File: config.mk
export PLATFORM = sky130hd
export DESIGN_NAME = dbh_ack_handshake
export DESIGN_NICKNAME = d
export VERILOG_FILES = /design/src/dbh_pkg.sv /design/src/dbh_ack_handshake.sv
export VERILOG_INCLUDE_DIRS = /design/src
export SDC_FILE = /design/constraint.sdc
export NUM_CORES = 1
export LEC_CHECK = 0
export BUFFER_PORTS_ARGS = -buffer_cell sky130_fd_sc_hd__buf_2
export CAP_MARGIN = 20
export CELL_PAD_IN_SITES_DETAIL_PLACEMENT = 2
export CELL_PAD_IN_SITES_GLOBAL_PLACEMENT = 2
export CORE_MARGIN = 2
export CORE_UTILIZATION = 30
export DETAILED_ROUTE_END_ITERATION = 6
export PLACE_DENSITY_LB_ADDON = 0.1
export SYNTH_ARGS = -nofsm -noshare
export SYNTH_HDL_FRONTEND = slang
export SYNTH_SLANG_ARGS = --single-unit
export TNS_END_PERCENT = 1
File: constraint.sdc
create_clock -name clk -period 5.7 [get_ports clk]
set_clock_uncertainty 0.1 [all_clocks]
set_input_delay 1.71 -clock clk [delete_from_list [all_inputs] [get_ports clk]]
set_output_delay 1.71 -clock clk [all_outputs]
set_load 0.02 [all_outputs]
File: src/dbh_defines.svh
// Purpose: Constants for the debug pin acknowledge handshake
// Assumes: Counts are in serial clock ticks unless noted
// Notes: Included by the package and the design file
`ifndef DBH_DEFINES_SVH
`define DBH_DEFINES_SVH

// ==========================================================
// Serial timing, in serial clock ticks
`define DBH_ACK_LOW_TICKS 8'h10
`define DBH_ACK_MIN_DELAY 8'h20
`define DBH_SYNC_DELAY 8'h10
`define DBH_SYNC_LOW_TICKS 8'h80
`define DBH_SYNC_REQ_TICKS 8'h80
`define DBH_SPEEDUP_TICKS 8'h01

// ==========================================================
// Serial clock source and data path
`define DBH_OSC_DIV 4'h4
`define DBH_DATA_W 16
`define DBH_FIFO_DEPTH 16

`endif

File: src/dbh_pkg.sv
// Purpose: Types for the debug pin acknowledge handshake
// Assumes: dbh_defines.svh gives the widths
// Notes: State is one packed struct
`include "dbh_defines.svh"

package dbh_pkg;

  // ==========================================================
  // Handshake sequencer states, Gray coded along the path
  typedef enum logic [2:0] {
    DBH_IDLE = 3'h0,
    DBH_WAIT = 3'h1,
    DBH_ACK_LO = 3'h3,
    DBH_ACK_HI = 3'h2,
    DBH_SYNC_WH = 3'h6,
    DBH_SYNC_DL = 3'h7,
    DBH_SYNC_LO = 3'h5,
    DBH_SYNC_HI = 3'h4
  } dbh_state_type;

  // ==========================================================
  // Decoded command, given with the command end pulse
  typedef struct packed {
    logic is_read;
    logic needs_cpu;
    logic ack_on;
    logic ack_off;
  } dbh_cmd_type;

  // ==========================================================
  // Whole state of the handshake block
  typedef struct packed {
    dbh_state_type st;
    logic [7:0] cnt;
    logic [7:0] low_cnt;
    logic [3:0] div;
    logic pin_prev;
    logic drv_en;
    logic drv_out;
    logic ack_en;
    logic pending;
    logic is_read;
    logic executed;
    logic soft_rst;
    logic cmd_ready;
  } dbh_regs_type;

endpackage

File: src/dbh_ack_handshake.sv
// Purpose: Acknowledge pulse, abort and timing reference on the debug pin
// Assumes: debug_pin_in synchronous to clk; decoder flags command end
// Notes: Read data passes a 16 word FIFO toward the serial side
//
// Functional notes
// - Acknowledge is 16 ticks low, then a high speedup, then release.
// - Acknowledge only after the issued command has really executed.
// - Acknowledge starts no earlier than 32 ticks after command end.
// - Wait or stop before execution drops the command without acknowledge.
// - Byte read: opcode, address, bus cycle, acknowledge, word retrieval.
// - Target opens acknowledge with its own falling edge; host stays off.
// - No nested acknowledges; pending command must be aborted first.
// - Command needing the CPU arriving during wait or stop is discarded, not acknowledged.
// - Pending acknowledge never times out.
// - Long low runs the timing reference and aborts the pending command.
// - Short low aborts on its falling edge, no timing reference.
// - Next falling edge after an abort starts a new command.
// - Pin driven high only during speedup pulses.
// - Handshake turned on and off by commands, off after reset.
// - Bits are 16 ticks each, MSB first, started by host edges.
// - Reference: wait high, 16 ticks, 128 ticks low, one tick high.
// - Reads acknowledge when data ready, writes when bus cycle done.
`timescale 1ns/1ps
`include "dbh_defines.svh"

// ==========================================================
// FIFO with valid and ready on both sides
module dbh_fifo #(
  parameter int WIDTH = 16,
  parameter int DEPTH = 16
) (
  input wire logic clk,
  input wire logic reset,
  input wire logic in_valid,
  output logic in_ready,
  input wire logic [WIDTH-1:0] in_data,
  output logic out_valid,
  input wire logic out_ready,
  output logic [WIDTH-1:0] out_data
);
  localparam int AW = $clog2(DEPTH);
  logic [WIDTH-1:0] mem [DEPTH];
  logic [AW:0] wr_ptr_ff;
  logic [AW:0] rd_ptr_ff;
  logic push;
  logic pop;

  assign in_ready = (wr_ptr_ff[AW] == rd_ptr_ff[AW]) ||
                    (wr_ptr_ff[AW-1:0] != rd_ptr_ff[AW-1:0]);
  assign out_valid = wr_ptr_ff != rd_ptr_ff;
  assign out_data = mem[rd_ptr_ff[AW-1:0]];
  assign push = in_valid && in_ready;
  assign pop = out_valid && out_ready;

  always_ff @(posedge clk) begin
    if (reset) begin
      wr_ptr_ff <= '0;
      rd_ptr_ff <= '0;
    end else begin
      if (push) begin
        wr_ptr_ff <= wr_ptr_ff + 1'b1;
      end
      if (pop) begin
        rd_ptr_ff <= rd_ptr_ff + 1'b1;
      end
    end
  end

  always_ff @(posedge clk) begin
    if (push) begin
      mem[wr_ptr_ff[AW-1:0]] <= in_data;
    end
  end
endmodule

// ==========================================================
// Acknowledge handshake top
module dbh_ack_handshake (
  input wire logic clk,
  input wire logic reset,
  input wire logic serial_clock_select,
  input wire logic debug_pin_in,
  output logic debug_pin_out,
  output logic debug_pin_oe,
  input wire logic cmd_end,
  input wire dbh_pkg::dbh_cmd_type cmd_kind,
  input wire logic exec_done,
  input wire logic cpu_wait_stop,
  input wire logic bus_rdata_valid,
  output logic bus_rdata_ready,
  input wire logic [`DBH_DATA_W-1:0] bus_rdata,
  output logic rd_word_valid,
  input wire logic rd_word_ready,
  output logic [`DBH_DATA_W-1:0] rd_word,
  output logic soft_reset,
  output logic cmd_ready,
  output logic ack_enabled
);
  import dbh_pkg::*;

  dbh_regs_type s_ff;
  dbh_regs_type nxt_s;
  logic tick;
  logic host_low;
  logic fall;
  logic data_ready;
  logic accept;

  // ==========================================================
  // Read data buffer
  dbh_fifo #(
    .WIDTH(`DBH_DATA_W),
    .DEPTH(`DBH_FIFO_DEPTH)
  ) u_fifo (
    .clk(clk),
    .reset(reset),
    .in_valid(bus_rdata_valid),
    .in_ready(bus_rdata_ready),
    .in_data(bus_rdata),
    .out_valid(rd_word_valid),
    .out_ready(rd_word_ready),
    .out_data(rd_word)
  );

  // ==========================================================
  // Next state
  always_comb begin
    nxt_s = s_ff;
    nxt_s.soft_rst = 1'b0;
    // Serial tick: bus clock or divided oscillator
    if (serial_clock_select) begin
      tick = 1'b1;
      nxt_s.div = 4'h0;
    end else begin
      tick = s_ff.div == (`DBH_OSC_DIV - 4'h1);
      nxt_s.div = tick ? 4'h0 : s_ff.div + 4'h1;
    end
    host_low = !debug_pin_in && !s_ff.drv_en;
    fall = s_ff.pin_prev && host_low;
    nxt_s.pin_prev = debug_pin_in;
    data_ready = !s_ff.is_read || rd_word_valid;
    // Commands needing the CPU are dropped during wait or stop
    accept = cmd_end && !(cmd_kind.needs_cpu && cpu_wait_stop);

    // Host low time, saturating at the reference request length
    if (host_low) begin
      if (tick && s_ff.low_cnt != `DBH_SYNC_REQ_TICKS) begin
        nxt_s.low_cnt = s_ff.low_cnt + 8'h01;
      end
    end else begin
      nxt_s.low_cnt = 8'h00;
    end

    // Handshake enable and disable commands
    if (accept && cmd_kind.ack_on) begin
      nxt_s.ack_en = 1'b1;
    end else if (accept && cmd_kind.ack_off) begin
      nxt_s.ack_en = 1'b0;
    end

    case (s_ff.st)
      DBH_IDLE: begin
        // The enable command acknowledges itself
        if (accept && nxt_s.ack_en) begin
          nxt_s.st = DBH_WAIT;
          nxt_s.pending = 1'b1;
          nxt_s.cmd_ready = 1'b0;
          nxt_s.is_read = cmd_kind.is_read;
          nxt_s.executed = !cmd_kind.needs_cpu;
          nxt_s.cnt = 8'h00;
        end
      end
      DBH_WAIT: begin
        if (tick && s_ff.cnt != `DBH_ACK_MIN_DELAY) begin
          nxt_s.cnt = s_ff.cnt + 8'h01;
        end
        if (exec_done) begin
          nxt_s.executed = 1'b1;
        end
        if (fall) begin
          // Short abort: falling edge alone drops the command
          nxt_s.st = DBH_IDLE;
          nxt_s.pending = 1'b0;
          nxt_s.cmd_ready = 1'b1;
          nxt_s.soft_rst = 1'b1;
        end else if (cpu_wait_stop && !s_ff.executed) begin
          nxt_s.st = DBH_IDLE;
          nxt_s.pending = 1'b0;
          nxt_s.cmd_ready = 1'b1;
        end else if (s_ff.cnt == `DBH_ACK_MIN_DELAY && s_ff.executed &&
                     tick && data_ready) begin
          // Starts on a tick so the low phase is whole ticks
          nxt_s.st = DBH_ACK_LO;
          nxt_s.cnt = 8'h00;
          nxt_s.drv_en = 1'b1;
          nxt_s.drv_out = 1'b0;
        end
      end
      DBH_ACK_LO: begin
        if (tick) begin
          nxt_s.cnt = s_ff.cnt + 8'h01;
          if (s_ff.cnt == `DBH_ACK_LOW_TICKS - 8'h01) begin
            nxt_s.st = DBH_ACK_HI;
            nxt_s.drv_out = 1'b1;
            nxt_s.cnt = 8'h00;
          end
        end
      end
      DBH_ACK_HI: begin
        if (tick) begin
          nxt_s.cnt = s_ff.cnt + 8'h01;
          if (s_ff.cnt == `DBH_SPEEDUP_TICKS - 8'h01) begin
            nxt_s.st = DBH_IDLE;
            nxt_s.drv_en = 1'b0;
            nxt_s.drv_out = 1'b0;
            nxt_s.pending = 1'b0;
            nxt_s.cmd_ready = 1'b1;
          end
        end
      end
      DBH_SYNC_WH: begin
        if (debug_pin_in && tick) begin
          nxt_s.st = DBH_SYNC_DL;
          nxt_s.cnt = 8'h00;
        end
      end
      DBH_SYNC_DL: begin
        if (tick) begin
          nxt_s.cnt = s_ff.cnt + 8'h01;
          if (s_ff.cnt == `DBH_SYNC_DELAY - 8'h01) begin
            nxt_s.st = DBH_SYNC_LO;
            nxt_s.cnt = 8'h00;
            nxt_s.drv_en = 1'b1;
            nxt_s.drv_out = 1'b0;
          end
        end
      end
      DBH_SYNC_LO: begin
        if (tick) begin
          nxt_s.cnt = s_ff.cnt + 8'h01;
          if (s_ff.cnt == `DBH_SYNC_LOW_TICKS - 8'h01) begin
            nxt_s.st = DBH_SYNC_HI;
            nxt_s.cnt = 8'h00;
            nxt_s.drv_out = 1'b1;
          end
        end
      end
      DBH_SYNC_HI: begin
        if (tick) begin
          nxt_s.cnt = s_ff.cnt + 8'h01;
          if (s_ff.cnt == `DBH_SPEEDUP_TICKS - 8'h01) begin
            nxt_s.st = DBH_IDLE;
            nxt_s.drv_en = 1'b0;
            nxt_s.drv_out = 1'b0;
            nxt_s.cmd_ready = 1'b1;
          end
        end
      end
      default: begin
        nxt_s.st = DBH_IDLE;
        nxt_s.drv_en = 1'b0;
        nxt_s.drv_out = 1'b0;
      end
    endcase

    // Long host low: timing reference, pending command aborted
    if (s_ff.st != DBH_SYNC_WH && s_ff.st != DBH_SYNC_DL &&
        s_ff.st != DBH_SYNC_LO && s_ff.st != DBH_SYNC_HI &&
        host_low && nxt_s.low_cnt == `DBH_SYNC_REQ_TICKS) begin
      nxt_s.st = DBH_SYNC_WH;
      nxt_s.pending = 1'b0;
      nxt_s.cmd_ready = 1'b0;
      nxt_s.drv_en = 1'b0;
      nxt_s.drv_out = 1'b0;
      nxt_s.soft_rst = 1'b1;
    end
  end

  // ==========================================================
  // State register
  always_ff @(posedge clk) begin
    if (reset) begin
      s_ff <= '{st: DBH_IDLE, cnt: 8'h00, low_cnt: 8'h00, div: 4'h0,
                pin_prev: 1'b1, drv_en: 1'b0, drv_out: 1'b0,
                ack_en: 1'b0, pending: 1'b0, is_read: 1'b0,
                executed: 1'b0, soft_rst: 1'b0, cmd_ready: 1'b1};
    end else begin
      s_ff <= nxt_s;
    end
  end

  assign debug_pin_out = s_ff.drv_out;
  assign debug_pin_oe = s_ff.drv_en;
  assign soft_reset = s_ff.soft_rst;
  assign cmd_ready = s_ff.cmd_ready;
  assign ack_enabled = s_ff.ack_en;
endmodule

**Word-level counts from Yosys, hierarchy flattened**

Memories as Yosys holds them, arrays and structs flattened. A register that Yosys moved wholly into a read port is not among the register bits.
Index checks and enable logic that the tools add are counted.
Widths: inputs -> output; s select.

- Memories kept: 1
- Logic and storage cells: 167
- Flip-flop bits (word level): 41
- Output and inout port bits: 23
- Memory bits (writable): 256
- Input port bits: 29

- Muxes and demuxes: 52
- Reduce and logical (&&, ||, !) cells: 46
- Eq/ne operators: 48
- Add/subtract/negate cells: 5

Memory list:

| name | depth | bits a word | read ports | clocked after Yosys merged registers in | write ports | line | text |
|---|---|---|---|---|---|---|---|
| u_fifo.mem | 16 | 16 | 1 | 1 | 1 | dbh_ack_handshake.sv:42 | `logic [WIDTH-1:0] mem [DEPTH];` |

Operator list:

| kind | number |
|---|---|
| $mux 11 | 10 |
| $pmux 11 s7 | 1 |
| $mux 8 | 5 |
| $ne 3x3->1 const B | 12 |
| $ne 2x2->1 const B | 12 |
| $reduce_and 11->1 | 2 |
| $logic_and 1x1->1 | 21 |
| $mux 1 | 18 |
| $add 8x1->8 const B | 2 |
| $mux 2 | 8 |
| $eq 3x3->1 const B | 4 |
| $mux 3 | 4 |
| $reduce_and 12->1 | 1 |
| $add 5x1->5 const B | 2 |
| $eq 8x4->1 const B | 1 |
| $eq 8x6->1 const B | 1 |
| $eq 8x7->1 const B | 1 |
| $eq 8x8->1 const B | 1 |
| $logic_not 8->1 | 1 |
| $mux 4 | 2 |
| $ne 4x4->1 const B | 2 |
| $ne 8x6->1 const B | 1 |
| $ne 8x8->1 const B | 1 |
| $reduce_and 8->1 | 1 |
| other kinds (26) | 37 |

**Longest topological paths before layout**

Gate-level depths: netlist of the first run.

- Word-level depth: 10
- Gate-level depth with buffers: 8
- Gate-level depth less buffers: 8

**By module**

A second synthesis of the first run with hierarchy kept.

- Cell total of the unflattened synthesis: 719
- Area total of the unflattened synthesis: 12683.4 µm²

By module, submodules not included:

| module | sequential area each (µm²) | area an instance (µm²) | cells an instance | instances |
|---|---|---|---|---|
| dbh_fifo | 7967.6 | 10652.7 | 459 | 1 |
| dbh_ack_handshake | 620.6 | 2030.7 | 260 | 1 |

**Worst setup path after synthesis of the first run**

OpenSTA, ideal clock, no wires.

- Path kind: register to output
- From: register (tool-made name)
- To: output rd_word[0]
- Setup slack: 1579 ps
- Data arrival time: 2311 ps
- Path buffers: 2
- Cell stages (with the launch flop): 5
- Required time: 3890 ps
- Cells stage by stage: dfxtp_1 clkbuf_1 buf_1 mux4_2 mux4_2

RTL lines:

| what | line | text |
|---|---|---|
| end: declaration | dbh_ack_handshake.sv:94 | `` output logic [`DBH_DATA_W-1:0] rd_word, `` |

==> results of run 1 <==
## cell type report
| cell class | count | area (um2) | share of cell area, % |
|---|---|---|---|
| Sequential cell | 301 | 8590 | 59.3 |
| Multi-Input combinational cell | 348 | 3610 | 24.9 |
| Clock buffer | 41 | 962 | 6.64 |
| Tap cell | 532 | 666 | 4.59 |
| Timing Repair Buffer | 70 | 423 | 2.92 |
| Clock inverter | 25 | 213 | 1.47 |
| Inverter | 9 | 33.8 | 0.233 |
## worst reg2reg max path: cells and delay by family, from the launching register on
family,cells,cell delay (ns)
buf+inv,1,0.09
simple gates,1,0.82
flops,1,0.34
fa+ha+maj,1,0.14
compound gates,4,1.58
## metrics by stage
stage	util, %	hold slack (ns)
after floorplan	-	0.332
after global placement	32.8	0.342
after detailed placement	32.8	0.379
after CTS	35.7	0.387
after global routing	35.7	0.425
final	35.7	0.390
## sequential cells by signal, summed over array words and instances, names as in the netlist, named ones only
signal	flops
u_fifo.mem	256
s_ff	26
u_fifo.rd_ptr_ff	5
u_fifo.wr_ptr_ff	5
ack_enabled	1
cmd_ready	1
debug_pin_oe	1
debug_pin_out	1
soft_reset	1
## per-layer routing
layer  wire length (um)  share of wire [%]
met5                  0                  0
met4                473                1.5
met3               1220                3.8
met2              15900                 49
met1              14800                 46
## power groups by stage
stage / clock network, mW / registers (mW) / logic, mW
floorplan: 0 / 2.49 / 0.450
global placement: 0 / 2.54 / 0.593
detailed placement: 0 / 2.54 / 0.610
CTS: 2.35 / 2.49 / 0.612
global route: 2.44 / 2.50 / 0.648
finish: 2.28 / 2.49 / 0.595
## cell usage in the layout (no fill, tap or decap), types with 4 or more instances in the layout
| master | synthesis | final |
|---|---|---|
| edfxtp_1 | 256 | 256 |
| mux4_2 | 80 | 80 |
| buf_2 | 3 | 51 |
| dfxtp_1 | 45 | 43 |
| clkbuf_16 | 0 | 38 |
| nor2_1 | 46 | 34 |
| nand2_1 | 23 | 23 |
| o21ai_0 | 18 | 18 |
| a21oi_1 | 17 | 17 |
| buf_4 | 0 | 17 |
| xor2_1 | 16 | 16 |
| nor3_1 | 17 | 13 |
| clkinv_1 | 0 | 11 |
| ha_1 | 10 | 10 |
| inv_1 | 9 | 9 |
| nor2_2 | 0 | 9 |
| clkinv_2 | 0 | 9 |
| nand3_1 | 8 | 8 |
| mux2i_1 | 7 | 7 |
| nor2b_1 | 6 | 6 |
| o21a_1 | 6 | 6 |
| nand2b_1 | 6 | 6 |
| a31oi_1 | 6 | 6 |
| a211oi_1 | 5 | 5 |
| o211ai_1 | 5 | 5 |
| xnor2_1 | 5 | 5 |
| nand4_1 | 5 | 5 |
| and2_1 | 4 | 4 |
| nor4_1 | 4 | 4 |
| nor3_2 | 0 | 4 |
## cell usage after synthesis, drive strengths merged (5+ instances only)
cell type	instances	area, um2
mux4	80	1800
o21a	6	45.0
nand2b	6	37.5
inv	9	33.8
xnor2	5	43.8
edfxtp	256	7690
o21ai	18	90.1
nor2	46	173
nand3	8	40.0
nor3	17	85.1
nand4	5	31.3
nand2	23	86.3
a21oi	18	93.8
nor2b	6	37.5
o211ai	5	37.5
ha	10	125
clkbuf	24	90.1
a31oi	6	37.5
a211oi	5	37.5
xor2	16	140
mux2i	7	70.1
buf	12	48.8
dfxtp	45	901
nor4	6	50.0
## worst paths after layout
kind / start / to / slack, ns
worst max-delay path: flip-flop / rd_word[14] / 0.98
worst min register to register: s_ff[9] / s_ff[9] / 0.39
worst max register to register: s_ff[21] / s_ff[25] / 2.53
worst min-delay path: s_ff[9] / s_ff[9] / 0.39
## logic make-up after synthesis
family | share of synthesized area (%)
XOR/XNOR | 1.49
buffers and inverters | 1.40
AND/OR/NAND/NOR | 6.15
AO/OA/AOI/OAI | 4.85
adder cells (fa/ha/maj) | 1.10
multiplexers | 15.2
flip-flops | 69.8
==> flow_results.org, run 1 <==
** Clock network
- Clk buf depth :: 3
- TritonCTS built the clock tree.
- H-tree levels :: 2
- CTS saw 301 sinks.
- CTS placed an instance of clkbuf_16 at the clock tree root.
- Gates resized during post-CTS repair numbered 0.
- Post-CTS setup repair buffer count :: 0
- Clk slew on worst S/H paths :: 0.06 ns
- After clock tree synthesis, the flow added hold-fix buffers numbering 0.
- TritonCTS created 37 clock buffers.
- The later pin in the worst-skew pair is clocked with a latency of 0.53 ns.

** Routing
- Across all layers, the routed design uses 6,743 vias.
- Detailed Route WL :: 32.4 mm
- Detail-routed via count per cell :: 5.09
- Detailed Route Iter0 Violations :: 384
- Number of remaining DRC errors :: 0
- For this run, the detailed router's first-pass iteration total came to 4.
- WL per Instance :: 24.5 um
- Number of nets still failing antenna checks after routing :: 0

** Timing
- Share of the cycle needed by the critical path after routing :: 82.8%
- The final-report hold violation count was 0.
- At the pin with the least slew margin, the transition time is 1.04 ns.
- Relative slew margins :: 30.6%
- The number of slew-limit violations in the final report came to 0.
- Count of endpoints failing setup in the final report :: 0
- Highest clock frequency the design can meet :: 212 MHz
- Setup WS post-layout :: 0.980 ns
- Final total negative setup slack :: 0 ns
- RSZ-0062 raised after global routing :: no
- Minimum clock period after layout :: 4.72 ns

** Power and ir drop
- Per report_power, the sequential group accounts for 46.4% of the total.
- Clock share of power :: 42.5%
- Net switching power :: 1.29 mW
- Fraction of power consumed by combinational cells :: 11.1%
- P per Cell Area :: 370 mW/mm2
- Leakage power summed over all cells :: 4.61 nW
- Total Power Consumption :: 5.36 mW
- Across the VDD grid, the largest voltage drop is 167 uV.
- Net switching is 24.0% of the power.
- Power Internal :: 4.08 mW

** Worst setup path
- Largest fanout of any net on the critical path :: 36
- Data arrival at the endpoint of the critical path :: 2.91 ns
- Element type at the critical path start :: flip-flop
- Logic depth of the worst register-to-register path :: 7
- Kind of cell adding the most delay to the critical path :: flip-flops
- Buf/Inv on CP :: 2
- Cell repeated most along the worst path :: mux4_2
- Traced cell by cell, the critical path runs through buf_12 > mux4_2 > mux4_2 > buf_2.
- Slowest stage cell on the critical path :: dfxtp_2
- Max stage delay on crit path :: 0.92 ns
- The critical path is of the flip-flop to output pin type.
- For the worst setup path, the data required time is 3.89 ns.
- STA classifies the critical path endpoint as an output pin.
- Counting buffers and inverters, the worst setup path is 4 cells deep.

** Run
- Number of violations of the max-capacitance limit :: 0

** Place
- Buffers placed on the I/O ports in this run total 51.
- Routability Congestion :: 0.735
- The placed instances occupy a cell area of 0.0133 mm2.
- Placed instance count :: 1,260
- The HPWL after detailed placement is 19.8 mm.
- OpenSTA, run right after detailed placement, puts the worst setup slack at 1.52 ns.

** Yosys
- Mean post-synth cell area :: 17.7 um2
- Sequential fraction of the synthesis area :: 69.8%
- Most frequently used flop master after synthesis :: edfxtp_1
- The number of nets handed over by synthesis was 733.
- Number of synthesized flops with an enable pin :: 256
- Synthesis produced 694 cells.
- Fraction of synthesis flops using an asynchronous set or reset pin :: 0%
- The synthesized netlist contains 58 unique library cells.
- In this run the cell area of the synthesized design comes to 0.0123 mm2.
- Yosys warns :: 0
- Synthesis inferred 301 register bits.

** Layout
- Final-layout fill cell count :: 3,982
- The number of antenna diodes in the final layout is 0.
- Layout Cells excl Fill :: 1,326
- Area delta synth->final :: 17.8%
- Final nets :: 806
- Fraction of final layout cells with drive strength greater than 1 :: 29.6%
- Once layout is done, the placed cells without fillers occupy 0.0145 mm2.

** Die
- Core footprint :: 0.0406 mm2
- Vertical extent of the die :: 207 um
- Horizontal die dimension :: 207 um
- For this configuration, the core starts out at a cell density of 30.3%.
- The die covers 0.0427 mm2.
- The floorplan has 74 rows.
- Boundary Pins :: 52

** Global routing
- The via count of the first global-routing pass was 7,439.
- The first global-routing pass estimated 49.4 mm of wire.
- GRT Residual Overflow :: 0
- Global-route usage over all layers :: 15.9%
- The layer flagged by global routing as most heavily used is met2.
- Global routing usage on met1 :: 21.9%
- Met2 routing resource usage after global routing :: 26.4%
- Pin count of the biggest net entering global routing :: 38
- For met3 alone, demand over resource in global routing was 2.75%.
- The number of antenna violations at the first check in global routing is 0.

** Hold path
- Counting instances, the worst hold path has a depth of 1.
- Class of the worst hold path :: flip-flop to flip-flop

** Status
- Outcome :: finished clean
Note: power is estimated with default switching activity, not from simulation.
==> run 2: changes to the inputs <==
clock period = 4.7 ns   (was 5.7 ns; I/O delays follow)
==> run 2 against run 1 <==
Effect of this change: flip-flop and latch count unchanged; critical path type unchanged; register-to-register slack got worse by 1.1 ns; sequential power increased by 21%; via count increased by 0.65%; first-iteration DRC count increased by 11%; final cell count increased by 0.98%; power increased by 25%; non-clock buffer count increased by 15; hold slack got worse by 0.031 ns.
==> flow_results.org, run 2 (same netlist as run 1, synthesis figures left out) <==
** Routing
- Detail-routed via count per cell :: 5.07 (-0.32%)
- The count of unresolved DRC violations after routing is 0 (unchanged).
- Detailed-route via count :: 6,787 (+0.65%)
- The number of DRC markers after the initial detailed-route iteration is 427 (+11%).
- WL per Instance :: 24.8 um (+1.3%)
- Pre-Repair DR Iteration Count :: 4 (unchanged)
- Detailed Route WL :: 33.2 mm (+2.3%)
- The number of routed nets with antenna violations came to 0 (unchanged).

** Hold path
- Critical hold path startpoint :: s_ff[9]
- Worst Hold End :: s_ff[9]
- In this run the worst hold path is classified as flip-flop to flip-flop.
- The cell count of the worst hold path came to 1 (unchanged).

** Layout
- The flip-flop count of the largest register after layout is 256 (unchanged).
- Commonest non-fill, non-tap cell in the layout :: edfxtp_1
- Final-layout fill cell count :: 3,951 (-0.78%)
- Final nets :: 821 (+1.9%)
- Leaving out fill and tap cells, the most frequent cells in the layout are edfxtp_1 (256), mux4_2 (80), buf_2 (51).
- The area occupied by registers was 0.00859 mm2 (unchanged).
- Fraction of final layout cells with drive strength greater than 1 :: 31.4% (+1.8 points)
- The combined area of the multi-input logic cells came to 0.00359 mm2 (-0.42%).
- Area delta synth->final :: 19.6%
- The number of diodes added for antenna fixing came to 0 (unchanged).

** Power and ir drop
- The share of power burned in registers came to 45.0% (-1.4 points).
- The ratio of total power to cell area was 454 mW/mm2 (+23%).
- Share of total power consumed by net switching :: 23.3% (-0.65 points)
- Peak VDD IR :: 214 uV (+28%)
- The power spent charging and discharging nets was 1.56 mW (+21%).
- Clock share of power :: 43.7% (+1.2 points)
- The design internal power was 5.12 mW (+26%).
- Leakage power summed over all cells :: 4.73 nW (+2.6%)
- Fraction of power consumed by combinational cells :: 11.3% (+0.2 points)

** Worst setup path
- Largest fanout of any net on the critical path :: 18 (-50%)
- Max stage delay on crit path :: 0.61 ns (-0.31 ns)
- Register-to-register path setup slack :: 1.41 ns (-1.12 ns)
- Element type at the critical path start :: flip-flop
- The depth of the most critical reg-to-reg path came to 7 (unchanged).
- The worst path required time came to 3.19 ns (-0.70 ns).
- Critical R2R Capture :: s_ff[29]
- The data arrival at the endpoint of the critical path came to 2.72 ns (-0.19 ns).
- Critical Path End Type :: output pin
- Critical register-to-register path startpoint :: s_ff[9]
- By instance count, the cell type seen most on the critical path is mux4_2.
- Ordered cell list for the critical path :: buf_4 > mux4_2 > mux4_2 > buf_2
- Setup Crit Path Kind :: flip-flop to output pin
- Slowest stage cell on the critical path :: dfxtp_4

** Timing
- Dividing the final minimum period by the clock period gives 90.0%.
- Derived from the worst setup path, the maximum achievable clock frequency is 237 MHz.
- Number of pins with negative max-slew slack in the final report :: 0 (unchanged)
- Transition time of the tightest slew-check pin :: 0.979 ns (-0.0562 ns)
- RSZ-0062 raised after global routing :: no
- Hold slack :: 0.359 ns (-0.0310 ns)
- The summed negative setup slack over all endpoints was 0 ns (unchanged).
- The number of failing setup endpoints in the final timing report was 0 (unchanged).
- Minimum clock period after layout :: 4.23 ns
- Relative slew margins :: 34.4% (+3.8 points)
- The final-report hold violation count is 0 (unchanged).

** Clock network
- The number of H-tree levels came to 2 (unchanged).
- Later-pin clock latency in the skew report :: 0.52 ns (about the same)
- The clock tree buffer depth is 3 (unchanged).
- The count of instances resized after the clock tree is built came to 0 (unchanged).
- Clock tree synthesis selected as its root buffer the cell clkbuf_16.
- Clk slew on worst S/H paths :: 0.05 ns (about the same)
- Post-CTS setup repair buffer count :: 0 (unchanged)
- Count of hold buffers inserted by post-cts repair :: 0 (unchanged)
- Cts bufs inserted :: 37 (unchanged)
- TritonCTS built the clock tree.
- Number of sinks on the clock net :: 301 (unchanged)

** Die
- The area of the die was 0.0427 mm2 (unchanged).
- The starting density of the core came to 30.3% (unchanged).
- Boundary Pins :: 52 (unchanged)
- Core footprint :: 0.0406 mm2 (unchanged)
- Horizontal die dimension :: 207 um (unchanged)
- Row count :: 74 (unchanged)
- The vertical die dimension was 207 um (unchanged).

** Global routing
- The total congestion overflow was 0 (unchanged).
- Global-route usage over all layers :: 16.2% (+0.29 points)
- Initial antenna violation count :: 0 (unchanged)
- Pin count of the biggest net entering global routing :: 53 (+39%)
- First-pass GRT wire length :: 50.6 mm (+2.5%)
- The via count of the first global-routing pass was 7,527 (+1.2%).

** Status
- The flow ran to the end, and the final reports show no timing, DRC or antenna violations.

** Place
- DP Wirelength :: 21.2 mm (+7.4%)
- The final estimated routing congestion in global placement came to 0.763 (+3.9%).
- Count of buffers inserted at the top-level ports :: 51 (unchanged)

** Run
- Number of violations of the max-capacitance limit :: 0 (unchanged)
## run 2: changes by cell type in the layout (fill, tap and decap cells not counted), sizes merged
cell | previous run | this run
buf | 70 | 85
clkinv | 21 | 16
bufinv | 3 | 6
clkinvlp | 0 | 1
inv | 10 | 9
## run 2: critical path, delay by kind of cell (launching register included)
| kind | cells | cell delay (ns) |
|---|---|---|
| flops | 1 | 0.61 |
| buf+inv | 2 | 0.54 |
| mux | 2 | 1.03 |
## run 2: worst max path at each step
stage | from | to | slack (ns)
after floorplan | flip-flop | rd_word[0] | 0.88
after global placement | serial_clock_select | s_ff[29] | 0.88
after detailed placement | serial_clock_select | s_ff[29] | 0.87
after CTS | flip-flop | rd_word[6] | 0.36
after global routing | flip-flop | rd_word[6] | 0.29
final | flip-flop | rd_word[8] | 0.47
## run 2: cell type report
| class | instances | area share [%] |
|---|---|---|
| clock inverter | 23 | 1.89 |
| sequential | 301 | 58.4 |
| tap | 532 | 4.52 |
| clock buffer | 41 | 6.60 |
| multi-input combinational | 348 | 24.4 |
| inverter | 9 | 0.229 |
| timing repair buffer | 85 | 3.98 |
## run 2: stage by stage
stage	utilization (%)	std cells	power, mW	instance area [um2]	setup slack, ns
floorplan	-	694	3.56	12300	0.879
global placement	33.1	1275	3.82	13500	0.875
detailed placement	33.1	1275	3.84	13500	0.868
CTS	36.2	1339	6.80	14700	0.359
global route	36.2	1339	6.96	14700	0.286
finish	36.2	1339	6.68	14700	0.472
## run 2: power by group through the flow
stage	clock (mW)	sequential [mW]	combinational, mW
5_1_grt	3.12	3.02	0.823
6_report	2.92	3.01	0.756
4_1_cts	3.02	3.01	0.776
3_3_place_gp	0	3.06	0.753
3_5_place_dp	0	3.07	0.772
2_1_floorplan	0	3.02	0.546
## run 2: metal layers
| layer | wire (um) | global-route usage (%) | vias to the layer above |
|---|---|---|---|
| met4 | 575 | 3.93 | 0 |
| met3 | 1220 | 2.81 | 42 |
| met5 | 0 | 0 | - |
| met2 | 15900 | 26.2 | 119 |
| li1 | - | - | 2995 |
| met1 | 15500 | 22.7 | 3631 |
